$ cat src/isr_pkg.sv
// shared constants and types for the inductive sensor status readout
package isr_pkg;

	// register addresses
	localparam logic [7:0] ISR_ADDR_RPMAX = 8'h01; // maximum impedance setting
	localparam logic [7:0] ISR_ADDR_RPMIN = 8'h02; // minimum impedance setting
	localparam logic [7:0] ISR_ADDR_CFG   = 8'h04; // amplitude and response time
	localparam logic [7:0] ISR_ADDR_THI   = 8'h07; // comparator high threshold
	localparam logic [7:0] ISR_ADDR_TLO   = 8'h09; // comparator low threshold
	localparam logic [7:0] ISR_ADDR_INTM  = 8'h0a; // interrupt pin mode
	localparam logic [7:0] ISR_ADDR_PWR   = 8'h0b; // power configuration
	localparam logic [7:0] ISR_ADDR_STAT  = 8'h20; // converter status
	localparam logic [7:0] ISR_ADDR_PROX  = 8'h22; // proximity result
	localparam logic [7:0] ISR_ADDR_FCL   = 8'h23; // frequency count low byte
	localparam logic [7:0] ISR_ADDR_FCM   = 8'h24; // frequency count middle byte
	localparam logic [7:0] ISR_ADDR_FCH   = 8'h25; // frequency count high byte

	// reset values
	localparam logic [7:0] ISR_RST_RPMAX = 8'h00; // plain default
	localparam logic [7:0] ISR_RST_RPMIN = 8'h14; // invalid until host rewrites it
	localparam logic [7:0] ISR_RST_CFG   = 8'h1b;
	localparam logic [7:0] ISR_RST_THI   = 8'hff;
	localparam logic [7:0] ISR_RST_TLO   = 8'h00;
	localparam logic [7:0] ISR_RST_INTM  = 8'h00;
	localparam logic [7:0] ISR_RST_PWR   = 8'h00;

	// writable bit masks, reserved bits held at zero
	localparam logic [7:0] ISR_MASK_CFG  = 8'h1f;
	localparam logic [7:0] ISR_MASK_INTM = 8'h07;
	localparam logic [7:0] ISR_MASK_PWR  = 8'h01;

	// field positions
	localparam int ISR_POWER_MODE_SELECT_BIT = 0;
	localparam int ISR_STAT_OSC_BIT = 7;
	localparam int ISR_STAT_RDY_BIT = 6;
	localparam int ISR_STAT_WAKE_BIT = 5;
	localparam int ISR_STAT_CMP_BIT = 4;
	localparam int ISR_CFG_AMP_LSB  = 3;

	// interrupt pin modes
	localparam logic [2:0] ISR_INT_OFF  = 3'h0;
	localparam logic [2:0] ISR_INT_WAKE = 3'h1;
	localparam logic [2:0] ISR_INT_CMP  = 3'h2;
	localparam logic [2:0] ISR_INT_DRDY = 3'h4;

	// response time: code 2 means 192 periods, each code doubles; rate divider is a third of it
	localparam logic [2:0]  ISR_RESP_MIN_CODE = 3'h2;
	localparam int          ISR_RESP_MIN      = 192;
	localparam int          ISR_DIV_W         = 12;
	localparam logic [11:0] ISR_DIV_BASE      = 12'(ISR_RESP_MIN / 3);

	// frequency count width
	localparam int ISR_FC_W = 24;

	// register port request, one cycle per access
	typedef struct packed {
		logic       rd;    // read begins this cycle
		logic       wr;    // write this cycle
		logic [7:0] addr;  // register address
		logic [7:0] wdata; // write data
	} isr_req_t;

	// proximity sample from the analog front end
	typedef struct packed {
		logic       over_max;  // impedance above the maximum setting
		logic       under_min; // impedance below the minimum setting
		logic [7:0] value;     // raw proximity value
	} isr_prox_t;

	// converter power state
	typedef enum logic [1:0] {
		ISR_ST_STBY = 2'b01,
		ISR_ST_ACT  = 2'b10
	} isr_state_t;

endpackage

$ cat src/isr_readout.sv
// power mode, status flags and conversion result readout of the inductive sensor converter
// Function
// power bit selects standby or active, reserved zero
// status bit 7 shows oscillator overloaded
// status bit 6 low means fresh result
// status bit 5 low when wake-up triggered
// status bit 4 follows comparator with thresholds
// proximity result readable at its address
// 24-bit frequency count across three bytes
// count loads only when proximity read begins
// count holds until proximity read again
// proximity clipped at impedance range limits
// host writes only listed maximum impedance codes
// host rewrites minimum impedance before active mode
// rate is sensor frequency over response/3
// interrupt pin mode selects pin function
// high threshold register resets all ones
// three count bytes captured in one cycle
`timescale 1ns/1ps
`default_nettype none
module isr_readout (
	input  wire logic               mclk_i,                  // system clock, 125 MHz
	input  wire logic               rst_n_i,                 // synchronous reset, active low
	input  wire isr_pkg::isr_req_t  req_i,                   // register port request
	output logic [7:0]              rdata_o,                 // read data
	output logic                    rvalid_o,                // read data valid pulse
	input  wire logic               sensor_osc_i,            // sensor oscillation pin
	input  wire logic               osc_fault_i,             // oscillator overload pin
	input  wire isr_pkg::isr_prox_t prox_i,                  // front end proximity sample
	output logic                    interrupt_pin_out_o,     // interrupt pin level
	output logic                    conv_active_o,           // conversions running
	output logic [7:0]              min_impedance_setting_o, // to front end
	output logic [7:0]              max_impedance_setting_o, // to front end
	output logic [1:0]              osc_amplitude_o          // to front end
);
	// configuration registers
	logic [7:0] rpmax_r, rpmax_nxt;
	logic [7:0] rpmin_r, rpmin_nxt;
	logic [7:0] cfg_r, cfg_nxt;
	logic [7:0] thi_r, thi_nxt;
	logic [7:0] tlo_r, tlo_nxt;
	logic [7:0] intm_r, intm_nxt;
	logic [7:0] pwr_r, pwr_nxt;

	// conversion state
	isr_pkg::isr_state_t           state_r, state_nxt;    // power state
	logic [isr_pkg::ISR_DIV_W-1:0] scnt_r, scnt_nxt;      // sensor periods in this conversion
	logic [isr_pkg::ISR_FC_W-1:0]  mcnt_r, mcnt_nxt;      // clock cycles in this conversion
	logic [isr_pkg::ISR_FC_W-1:0]  fc_pend_r, fc_pend_nxt; // newest count, not yet visible
	logic [isr_pkg::ISR_FC_W-1:0]  fc_out_r, fc_out_nxt;  // count as the host sees it
	logic [7:0]                    prox_r, prox_nxt;      // newest proximity result
	logic                          rdy_n_r, rdy_n_nxt;    // data ready, active low
	logic                          cmp_r, cmp_nxt;        // comparator with hysteresis
	logic                          osc_d_r;               // delayed oscillation for edges
	logic [7:0]                    rdata_nxt;
	logic                          rvalid_nxt;
	logic                          intp_nxt;

	// helper terms
	logic [1:0]                    pin_s;     // synchronised {oscillation, fault}
	logic                          osc_edge;  // rising sensor edge
	logic                          fault_s;   // oscillator overloaded
	logic                          conv_done; // conversion completes this cycle
	logic                          prox_rd;   // read of the proximity result begins
	logic                          wake_bit;  // status bit 5
	logic [2:0]                    resp_code; // response time code
	logic [2:0]                    resp_sh;   // doublings above the shortest
	logic [isr_pkg::ISR_DIV_W-1:0] div;       // sensor periods per conversion
	logic [7:0]                    stat;      // status byte

	// both pins come from outside the clock domain
	isr_sync #(
		.W(2)
	) u_sync (
		.mclk_i  (mclk_i),
		.rst_n_i (rst_n_i),
		.d_i     ({sensor_osc_i, osc_fault_i}),
		.q_o     (pin_s)
	);

	assign fault_s  = pin_s[0];
	assign osc_edge = pin_s[1] & ~osc_d_r;
	assign prox_rd  = req_i.rd && (req_i.addr == isr_pkg::ISR_ADDR_PROX);

	// next values for all registers except osc_d_r, conv_active_o and the front end outputs
	always_comb begin
		rpmax_nxt  = rpmax_r;
		rpmin_nxt  = rpmin_r;
		cfg_nxt    = cfg_r;
		thi_nxt    = thi_r;
		tlo_nxt    = tlo_r;
		intm_nxt   = intm_r;
		pwr_nxt    = pwr_r;
		// writes to read-only addresses are dropped
		if (req_i.wr) begin
			case (req_i.addr)
				isr_pkg::ISR_ADDR_RPMAX: rpmax_nxt = req_i.wdata;
				isr_pkg::ISR_ADDR_RPMIN: rpmin_nxt = req_i.wdata;
				isr_pkg::ISR_ADDR_CFG:   cfg_nxt   = req_i.wdata & isr_pkg::ISR_MASK_CFG;
				isr_pkg::ISR_ADDR_THI:   thi_nxt   = req_i.wdata;
				isr_pkg::ISR_ADDR_TLO:   tlo_nxt   = req_i.wdata;
				isr_pkg::ISR_ADDR_INTM:  intm_nxt  = req_i.wdata & isr_pkg::ISR_MASK_INTM;
				isr_pkg::ISR_ADDR_PWR:   pwr_nxt   = req_i.wdata & isr_pkg::ISR_MASK_PWR;
				default: begin
				end
			endcase
		end

		// power state follows the mode bit
		case (state_r)
			isr_pkg::ISR_ST_STBY: state_nxt = pwr_r[isr_pkg::ISR_POWER_MODE_SELECT_BIT] ? isr_pkg::ISR_ST_ACT
				: isr_pkg::ISR_ST_STBY;
			isr_pkg::ISR_ST_ACT:  state_nxt = pwr_r[isr_pkg::ISR_POWER_MODE_SELECT_BIT] ? isr_pkg::ISR_ST_ACT
				: isr_pkg::ISR_ST_STBY;
			default:              state_nxt = isr_pkg::ISR_ST_STBY;
		endcase

		// conversion length: reserved short codes fall back to the shortest time
		resp_code = cfg_r[2:0];
		resp_sh   = (resp_code < isr_pkg::ISR_RESP_MIN_CODE) ? 3'h0 : resp_code - isr_pkg::ISR_RESP_MIN_CODE;
		div       = isr_pkg::ISR_DIV_BASE << resp_sh;

		// counters run only while active and oscillating
		conv_done = 1'b0;
		scnt_nxt  = scnt_r;
		mcnt_nxt  = mcnt_r;
		if (state_r != isr_pkg::ISR_ST_ACT || fault_s) begin
			scnt_nxt = '0;
			mcnt_nxt = '0;
		end else begin
			// saturate rather than wrap on a very slow sensor
			if (mcnt_r != {isr_pkg::ISR_FC_W{1'b1}})
				mcnt_nxt = mcnt_r + 1'b1;
			if (osc_edge) begin
				if (scnt_r >= div - 1'b1) begin
					conv_done = 1'b1;
					scnt_nxt  = '0;
					mcnt_nxt  = '0;
				end else begin
					scnt_nxt = scnt_r + 1'b1;
				end
			end
		end

		// new count waits in pending storage; the proximity result updates directly
		fc_pend_nxt = conv_done ? mcnt_r : fc_pend_r;
		prox_nxt    = prox_r;
		if (conv_done) begin
			if (prox_i.over_max)
				prox_nxt = 8'hff;
			else if (prox_i.under_min)
				prox_nxt = 8'h00;
			else
				prox_nxt = prox_i.value;
		end

		// visible count changes only as a proximity read begins, all bytes at once
		fc_out_nxt = prox_rd ? fc_pend_r : fc_out_r; // see R8, see R9

		// fresh result wins over the clearing read in the same cycle
		if (conv_done)
			rdy_n_nxt = 1'b0;
		else if (prox_rd)
			rdy_n_nxt = 1'b1;
		else
			rdy_n_nxt = rdy_n_r;

		// comparator hysteresis; low threshold wins on a misprogrammed pair
		if (prox_r < tlo_r)
			cmp_nxt = 1'b1;
		else if (prox_r > thi_r)
			cmp_nxt = 1'b0;
		else
			cmp_nxt = cmp_r;

		// wake-up bit reads one whenever the wake mode is off
		wake_bit = ~((intm_r[2:0] == isr_pkg::ISR_INT_WAKE) && (prox_r > thi_r));
		stat     = {fault_s, rdy_n_r, wake_bit, cmp_r, 4'h0};

		// interrupt pin, idle high
		case (intm_r[2:0])
			isr_pkg::ISR_INT_OFF:  intp_nxt = 1'b1;
			isr_pkg::ISR_INT_WAKE: intp_nxt = wake_bit;
			isr_pkg::ISR_INT_CMP:  intp_nxt = cmp_r;
			isr_pkg::ISR_INT_DRDY: intp_nxt = rdy_n_r;
			default:               intp_nxt = 1'b1;
		endcase

		// read mux, unmapped addresses read zero
		rvalid_nxt = req_i.rd;
		rdata_nxt  = 8'h00;
		if (req_i.rd) begin
			case (req_i.addr)
				isr_pkg::ISR_ADDR_RPMAX: rdata_nxt = rpmax_r;
				isr_pkg::ISR_ADDR_RPMIN: rdata_nxt = rpmin_r;
				isr_pkg::ISR_ADDR_CFG:   rdata_nxt = cfg_r;
				isr_pkg::ISR_ADDR_THI:   rdata_nxt = thi_r;
				isr_pkg::ISR_ADDR_TLO:   rdata_nxt = tlo_r;
				isr_pkg::ISR_ADDR_INTM:  rdata_nxt = intm_r;
				isr_pkg::ISR_ADDR_PWR:   rdata_nxt = pwr_r;
				isr_pkg::ISR_ADDR_STAT:  rdata_nxt = stat;
				isr_pkg::ISR_ADDR_PROX:  rdata_nxt = prox_r;
				isr_pkg::ISR_ADDR_FCL:   rdata_nxt = fc_out_r[7:0];
				isr_pkg::ISR_ADDR_FCM:   rdata_nxt = fc_out_r[15:8];
				isr_pkg::ISR_ADDR_FCH:   rdata_nxt = fc_out_r[23:16];
				default:                 rdata_nxt = 8'h00;
			endcase
		end
	end

	// registers
	always_ff @(posedge mclk_i) begin
		if (!rst_n_i) begin
			rpmax_r   <= isr_pkg::ISR_RST_RPMAX;
			rpmin_r   <= isr_pkg::ISR_RST_RPMIN;
			cfg_r     <= isr_pkg::ISR_RST_CFG;
			thi_r     <= isr_pkg::ISR_RST_THI;
			tlo_r     <= isr_pkg::ISR_RST_TLO;
			intm_r    <= isr_pkg::ISR_RST_INTM;
			pwr_r     <= isr_pkg::ISR_RST_PWR;
			state_r   <= isr_pkg::ISR_ST_STBY;
			scnt_r    <= '0;
			mcnt_r    <= '0;
			fc_pend_r <= '0;
			fc_out_r  <= '0;
			prox_r    <= 8'h00;
			rdy_n_r   <= 1'b1;
			cmp_r     <= 1'b1;
			osc_d_r   <= 1'b0;
			rdata_o   <= 8'h00;
			rvalid_o  <= 1'b0;
			interrupt_pin_out_o     <= 1'b1;
			conv_active_o           <= 1'b0;
			min_impedance_setting_o <= isr_pkg::ISR_RST_RPMIN;
			max_impedance_setting_o <= isr_pkg::ISR_RST_RPMAX;
			osc_amplitude_o         <= isr_pkg::ISR_RST_CFG[4:3];
		end else begin
			rpmax_r   <= rpmax_nxt;
			rpmin_r   <= rpmin_nxt;
			cfg_r     <= cfg_nxt;
			thi_r     <= thi_nxt;
			tlo_r     <= tlo_nxt;
			intm_r    <= intm_nxt;
			pwr_r     <= pwr_nxt;
			state_r   <= state_nxt;
			scnt_r    <= scnt_nxt;
			mcnt_r    <= mcnt_nxt;
			fc_pend_r <= fc_pend_nxt;
			fc_out_r  <= fc_out_nxt;
			prox_r    <= prox_nxt;
			rdy_n_r   <= rdy_n_nxt;
			cmp_r     <= cmp_nxt;
			osc_d_r   <= pin_s[1];
			rdata_o   <= rdata_nxt;
			rvalid_o  <= rvalid_nxt;
			interrupt_pin_out_o     <= intp_nxt;
			conv_active_o           <= (state_nxt == isr_pkg::ISR_ST_ACT);
			min_impedance_setting_o <= rpmin_nxt;
			max_impedance_setting_o <= rpmax_nxt;
			osc_amplitude_o         <= cfg_nxt[isr_pkg::ISR_CFG_AMP_LSB +: 2];
		end
	end

	// checks on the design's own behaviour
	a_pwr_reserved: assert property (@(posedge mclk_i) disable iff (!rst_n_i)
		pwr_r[7:1] == 7'h00)
		else $error("power register reserved bits not zero");

	a_stby_noconv: assert property (@(posedge mclk_i) disable iff (!rst_n_i)
		!pwr_r[0] ##1 !pwr_r[0] |-> !conv_done)
		else $error("conversion completed in standby");

	a_osc_status: assert property (@(posedge mclk_i) disable iff (!rst_n_i)
		req_i.rd && req_i.addr == isr_pkg::ISR_ADDR_STAT |=> rdata_o[7] == $past(fault_s) && rdata_o[3:0] == 4'h0)
		else $error("status oscillator bit wrong");

	a_ready_low: assert property (@(posedge mclk_i) disable iff (!rst_n_i)
		conv_done |=> !rdy_n_r)
		else $error("data ready not flagged after conversion");

	a_ready_high: assert property (@(posedge mclk_i) disable iff (!rst_n_i)
		prox_rd && !conv_done |=> rdy_n_r)
		else $error("data ready not released by proximity read");

	a_wake_off: assert property (@(posedge mclk_i) disable iff (!rst_n_i)
		intm_r[2:0] != isr_pkg::ISR_INT_WAKE |-> wake_bit)
		else $error("wake-up bit low while wake disabled");

	a_cmp_low: assert property (@(posedge mclk_i) disable iff (!rst_n_i)
		prox_r < tlo_r |=> cmp_r)
		else $error("comparator not set below low threshold");

	a_cmp_high: assert property (@(posedge mclk_i) disable iff (!rst_n_i)
		prox_r > thi_r && prox_r >= tlo_r |=> !cmp_r)
		else $error("comparator not cleared above high threshold");

	a_fc_capture: assert property (@(posedge mclk_i) disable iff (!rst_n_i)
		prox_rd |=> fc_out_r == $past(fc_pend_r))
		else $error("frequency count not loaded on proximity read");

	a_fc_hold: assert property (@(posedge mclk_i) disable iff (!rst_n_i)
		!prox_rd |=> $stable(fc_out_r))
		else $error("frequency count changed without proximity read");

	a_clip_max: assert property (@(posedge mclk_i) disable iff (!rst_n_i)
		conv_done && prox_i.over_max |=> prox_r == 8'hff)
		else $error("proximity not clipped at upper limit");

	a_conv_len: assert property (@(posedge mclk_i) disable iff (!rst_n_i)
		conv_done |-> scnt_r == div - 1'b1)
		else $error("conversion length differs from response time over three");

	a_intp_drdy: assert property (@(posedge mclk_i) disable iff (!rst_n_i)
		intm_r[2:0] == isr_pkg::ISR_INT_DRDY |=> interrupt_pin_out_o == $past(rdy_n_r))
		else $error("interrupt pin not following data ready");
endmodule
`default_nettype wire

$ cat src/isr_sync.sv
// two flip-flop synchroniser for pin inputs
`timescale 1ns/1ps
`default_nettype none
module isr_sync #(
	parameter int W = 1 // number of bits
) (
	input  wire logic         mclk_i,  // system clock
	input  wire logic         rst_n_i, // synchronous reset, active low
	input  wire logic [W-1:0] d_i,     // asynchronous input
	output logic      [W-1:0] q_o      // synchronised output
);
	logic [W-1:0] meta_r; // first stage, read only by the second
	logic [W-1:0] meta_nxt;
	logic [W-1:0] q_nxt;

	// next values: plain shift
	always_comb begin
		meta_nxt = d_i;
		q_nxt    = meta_r;
	end

	// two stages
	always_ff @(posedge mclk_i) begin
		if (!rst_n_i) begin
			meta_r <= '0;
			q_o    <= '0;
		end else begin
			meta_r <= meta_nxt;
			q_o    <= q_nxt;
		end
	end
endmodule
`default_nettype wire

$ cat config.mk
export PLATFORM = sky130hd
export DESIGN_NAME = isr_readout
export DESIGN_NICKNAME = d
export VERILOG_FILES = /design/src/isr_pkg.sv /design/src/isr_readout.sv /design/src/isr_sync.sv
export SDC_FILE = /design/constraint.sdc
export NUM_CORES = 1
export LEC_CHECK = 0
export BUFFER_PORTS_ARGS = -buffer_cell sky130_fd_sc_hd__buf_2
export CORE_MARGIN = 2
export CORE_UTILIZATION = 35
export CTS_BUF_LIST = sky130_fd_sc_hd__clkbuf_2
export CTS_CLUSTER_DIAMETER = 100
export DETAILED_ROUTE_END_ITERATION = 12
export PLACE_DENSITY = 0.54
export SLEW_MARGIN = 20
export SYNTH_ARGS = -nofsm -noshare
export SYNTH_HDL_FRONTEND = slang
export SYNTH_SLANG_ARGS = --single-unit
$ cat constraint.sdc
create_clock -name mclk_i -period 2.9 [get_ports mclk_i]
set_input_delay 0.29 -clock mclk_i [delete_from_list [all_inputs] [get_ports mclk_i]]
set_output_delay 0.29 -clock mclk_i [all_outputs]
set_load 0.1 [all_outputs]
== Word-level counts from Yosys, hierarchy flattened ==
Cells that the tools add are included.
Widths: inputs -> output; s select.
Operators by class
  $add $sub $neg: 4
  $lt $le $gt $ge: 4
  equality and inequality tests: 20
  shift-type cells: 1
  mux-type cells: 16
  bitwise operators: 4
  reduce and logical (&&, ||, !) cells: 15
Operators with widths (number)
  $pmux 8 s12: 1
  $mux 24: 3
  $eq 8x6->1 const B: 5
  $add 24x1->24 const B: 1
  $eq 8x4->1 const B: 3
  $ne 24x24->1 const B: 1
  $eq 8x3->1 const B: 2
  $mux 8: 2
  $reduce_and 2->1: 8
  $add 12x1->12 const B: 1
  $ge 12x12->1: 1
  $mux 12: 1
  $shl 7x3->12 const A: 1
  $sub 12x1->12 const B: 1
  $eq 8x1->1 const B: 1
  $eq 8x2->1 const B: 1
  $gt 8x8->1: 1
  $lt 8x8->1: 1
  $reduce_or 2->1: 3
  $mux 1: 5
  $eq 2x2->1 const B: 2
  $mux 2: 2
  $eq 3x1->1 const B: 1
  $eq 3x2->1 const B: 1
  other kinds (12): 15
Word-level totals
  bits in registers: 153
  output and inout bits: 29
  word-level logic and storage cells: 87

== Depth between registers and ports, before layout ==
  depth in word-level cells: 9
  depth in mapped cells: 10

== Cells and area by module ==
A second synthesis with hierarchy kept.
Unflattened totals
  cell total of the unflattened synthesis: 830
  area total of the unflattened synthesis: 6939.2 um2
Modules (own cells, without submodules)
  isr_readout: instances 1, cells each 822, area each 6834.1 um2, sequential area each 2962.8 um2
  isr_sync: instances 1, cells each 8, area each 105.1 um2, sequential area each 80.1 um2

== Worst setup path before layout ==
Ideal clock, no wire load.
  path kind: register -> register
  from: register conv_active_o (netlist name)
  to: register prox_r[7]
  library setup time: 116 ps
  data arrival time: 2150 ps
  data required time: 2784 ps
  path slack: 634 ps
  stages on the path, launching flop included: 7
  buffers on the path: 2
  path through: dfxtp_1 -> ha_1 -> nor4bb_1 -> buf_2 -> buf_1 -> nand2_1 -> o211a_1
RTL lines
  to (signal assigned): RTL line isr_readout.sv:250  | prox_r <= prox_nxt;
  to (decl): RTL line isr_readout.sv:51  | logic [7:0] prox_r, prox_nxt;

== Worst setup path in the final report ==
  from: register cfg_r[2]
  to: register mcnt_r[22] (netlist bit)
Between the ends
  word-level cells in the longest chain between the ends: 7
  elaborated cells on any way between the ends: 8
  classes of those cells: 2 x add/sub; 2 x order compare; 1 x shift; 3 x mux
Ends and longest elaborated chain
  from (decl): RTL line isr_readout.sv:39  | logic [7:0] cfg_r, cfg_nxt;
  from (signal assigned): RTL line isr_readout.sv:216  | cfg_r <= isr_pkg::ISR_RST_CFG;
  from (signal assigned): RTL line isr_readout.sv:240  | cfg_r <= cfg_nxt;
  $sub 3x2->3 / $lt 3x2->1 (equally long branches): RTL line isr_readout.sv:120  | resp_sh = (resp_code < isr_pkg::ISR_RESP_MIN_CODE) ? 3'h0 : resp_code - isr_pkg::ISR_RESP_MIN_CODE;
  $mux 3 *: RTL line isr_readout.sv:120
  $shl 7x3->12 *: RTL line isr_readout.sv:121  | div = isr_pkg::ISR_DIV_BASE << resp_sh;
  $sub 12x1->12 *: RTL line isr_readout.sv:135  | if (scnt_r >= div - 1'b1) begin
  $ge 12x12->1 *: RTL line isr_readout.sv:135
  $mux 24 *: RTL line isr_readout.sv:135
  $mux 24 *: RTL line isr_readout.sv:134  | if (osc_edge) begin
  to (signal assigned): RTL line isr_readout.sv:247  | mcnt_r <= mcnt_nxt;
  to (decl): RTL line isr_readout.sv:48  | logic [isr_pkg::ISR_FC_W-1:0] mcnt_r, mcnt_nxt;
Mark *: on every way between the ends. The rest lies on a longest branch, timed or not.
A chain may end at the register's enable or synchronous reset.

==> impl_metrics.py <==
metrics = {
    "pwr": {
        "peakVddDrop_uv": 211,
        "p_leak_nw": 3.17,
        "p_per_area_nw_per_um2": 423,
        "power_mw": 3.47,
    },
    "clock_tree": {
        "cts_tree": "yes",
        "clockBufferDepth": 2,
        "numCtsBuffers": 17,
        "htree_num_levels": 4,
        "worst_skew_pair.late_latency_ns": 0.75,
        "clock-root-buffer": "clkbuf_2",
        "clkSlewWorstSetupHoldPaths_ns": 0.24,
        "clock_sinks": 152,
    },
    "placed_design": {
        "dp_hpwl_mm": 13.2,
        "place_ws_ns": 0.370,
        "port-buffer-count": 60,
        "dp_cells": 1112,
        "gp_routability_congestion": 0.892,
    },
    "routing": {
        "first_pass_iters": 7,
        "via_per_inst": 5.06,
        "drcViolationCount": 0,
        "wire_per_inst_um": 16.0,
        "routed_wl_mm": 18.8,
        "drt_iter0_drc": 406,
        "routed-via-count": 5939,
        "ant_nets": 0,
    },
    "timing": {
        "min_period_ns": 2.45,
        "final-hold-violation-count": 0,
        "worst_hold_slack_ns": 0.0916,
        "fin_crit_sh_pct": 84.5,
        "rsz0062_at_grt": "false",
        "worst_slack_ns": 0.449,
        "clock_skew_ns": 0.0453,
        "setup_viol": 0,
        "max-slew-margin-rel_pct": 46.0,
        "max_clock_freq_ghz": 0.408,
        "final_max_slew_viol_count": 0,
        "worstMarginPinSlew_ns": 0.808,
        "timing.setup.tns_ns": 0,
    },
    "worst_setup_path": {
        "r2r_cells": 9,
        "critPathMaxFanout": 17,
        "crit_path_end_kind": "register",
        "crit_path_start_kind": "register",
        "critical_path_class": "reg2reg",
        "required_ns": 3.55,
        "worstPathArrival_ns": 3.10,
    },
    "grt": {
        "grt_max_degree": 125,
        "grt_pass1_vias": 5568,
        "overflow": 0,
        "grt_pass1_wl_mm": 30.2,
        "grtUsageTotal_pct": 17.8,
        "antenna_found_initial": 1,
    },
    "synthesis": {
        "async_reset_ff_share_pct": 0,
        "syn_inst": 818,
        "syn_area_um2": 7120,
        "synthTopCellsByCount": "152 x dfxtp_1, 130 x nand2_1, 55 x nand3_1",
        "muxShareOfSynthArea_pct": 5.24,
        "ys.flop_type": "dfxtp_1",
        "syn_area_per_cell_um2": 8.70,
        "synth_fa_ha_area_share_pct": 4.22,
        "yosys.area_share.simple_pct": 23.3,
        "synth-edff-count": 0,
        "synth_top_family_by_area": "simple AND/OR/NAND/NOR gates",
        "synth.distinct_cells": 68,
        "synth_compound_area_share_pct": 15.6,
        "synth.most_common_cell": "dfxtp_1",
        "ys_ff_latch": 152,
        "synth_seq_area_share_pct": 42.8,
        "synthXorXnorAreaFrac_pct": 3.94,
        "synth_area_leaders": "dfxtp_1 43%, nand2_1 6.9%, mux2i_1 4.9%",
        "ys.warnings.count": 0,
        "yosys.area.top_type_share_pct": 42.8,
        "synth_area_leader_cell": "dfxtp_1",
        "synth_fp_nets": 874,
    },
    "die": {
        "fp-row-count": 52,
        "die_h_um": 147,
        "start_util_pct": 35.4,
        "io_pins": 61,
        "core_um2": 20100,
        "die_area_um2": 21500,
        "die_w_um": 147,
    },
    "layout": {
        "stdcell_count": 1174,
        "drive_above_1_share_pct": 14.0,
        "fin_nets": 946,
        "area_delta_synth_final_pct": 15.2,
    },
    "worst_hold_path": {
        "min_delay_path_depth": 3,
        "hold_path.class": "in2reg",
    },
    "flow_run": {
        "cap_violations": 0,
    },
    "outcome": {
        "outcome": "finished clean",
    },
}
-- cell families (layout without fill, tap and decap cells) --
kind of cell | Yosys count | in the layout
simple gates | 333 | 333
compound gates | 160 | 160
flops | 152 | 152
buf+inv | 79 | 164
mux | 37 | 37
xor+xnor | 32 | 32
fa+ha+maj | 24 | 24
other cells | 1 | 2
-- cell usage in the layout, fill, tap and decap left out, types with 18 or more instances in the layout --
cell type	synthesis	layout
nor2b_1	29	29
ha_1	24	24
a21boi_0	20	20
mux2i_1	35	35
dfxtp_1	152	152
inv_1	24	24
nand2_1	130	130
a21oi_1	24	24
buf_4	5	18
clkbuf_2	0	19
o21ai_0	39	39
nor2_1	48	48
buf_2	14	59
nand3_1	55	55
dlygate4sd3_1	0	29
-- path summary, 6_finish.rpt --
| path | to | slack, ns | from |
|---|---|---|---|
| setup / recovery | mcnt_r[22] | 0.45 | cfg_r[2] |
| hold reg to reg | u_sync.q_o[1] | 0.46 | u_sync.meta_r[1] |
| hold / removal | rdata_o[0] | 0.09 | req_i[8] |
| setup reg to reg | mcnt_r[22] | 0.45 | cfg_r[2] |
-- final cells by class --
class                      instances  area [um2]
timing repair buffer             108         761
antenna                            1        2.50
inverter                          24        90.1
clock inverter                    13         130
multi-input combinational        587        3740
fill                            2041       11900
clock buffer                      19        95.1
tap                              270         338
sequential                       152        3040
-- registers in the layout, indices dropped and copies added, names as in the netlist, 2 cells and up --
name           flops
fc_out_r          24
fc_pend_r         24
mcnt_r            24
scnt_r            12
prox_r             8
rdata_o            8
rpmax_r            8
rpmin_r            8
thi_r              8
tlo_r              8
cfg_r              5
intm_r             3
u_sync.meta_r      2
u_sync.q_o         2
-- what timing repair did --
item | in CTS | in global routing
setup endpoints to repair | 0 | 0
resized for setup | 0 | 0
setup buffers | 0 | 0
endpoints found under the hold margin | 58 | 0
hold buffers | 29 | 0
-- metrics by stage --
| step | instance area [um2] | util (%) |
|---|---|---|
| final | 8200 | 40.8 |
| after global routing | 8200 | 40.8 |
| after CTS | 8200 | 40.8 |
| after detailed placement | 7680 | 38.2 |
| after global placement | 7680 | 38.2 |
| after floorplan | 7120 | - |
-- metal layers --
layer | global-route usage, % | vias to the layer above | routed length (um)
li1 | - | 3003 | -
met1 | 24.5 | 2775 | 9190
met2 | 28.0 | 132 | 8420
met3 | 3.38 | 29 | 724
met4 | 6.36 | 0 | 452
met5 | 0 | - | 0
-- where the power goes --
group	switching (mW)	total, mW	internal, mW	leakage [nW]
Clock	0.775	1.17	0.396	0.141
Combinational	0.117	0.198	0.0809	1.80
Sequential	0.00244	2.10	2.10	1.23
-- worst max-delay path, stage by stage, from the launching register on --
cell      delay (ns)
dfxtp_1         0.48
nand3_1         0.11
ha_1            0.31
a21oi_1         0.16
nand2_1         0.07
a221oi_1        0.50
nand2b_1        0.17
nand4b_1        0.13
buf_4           0.25
a311oi_1        0.19
(Power assumes the default switching activity.)
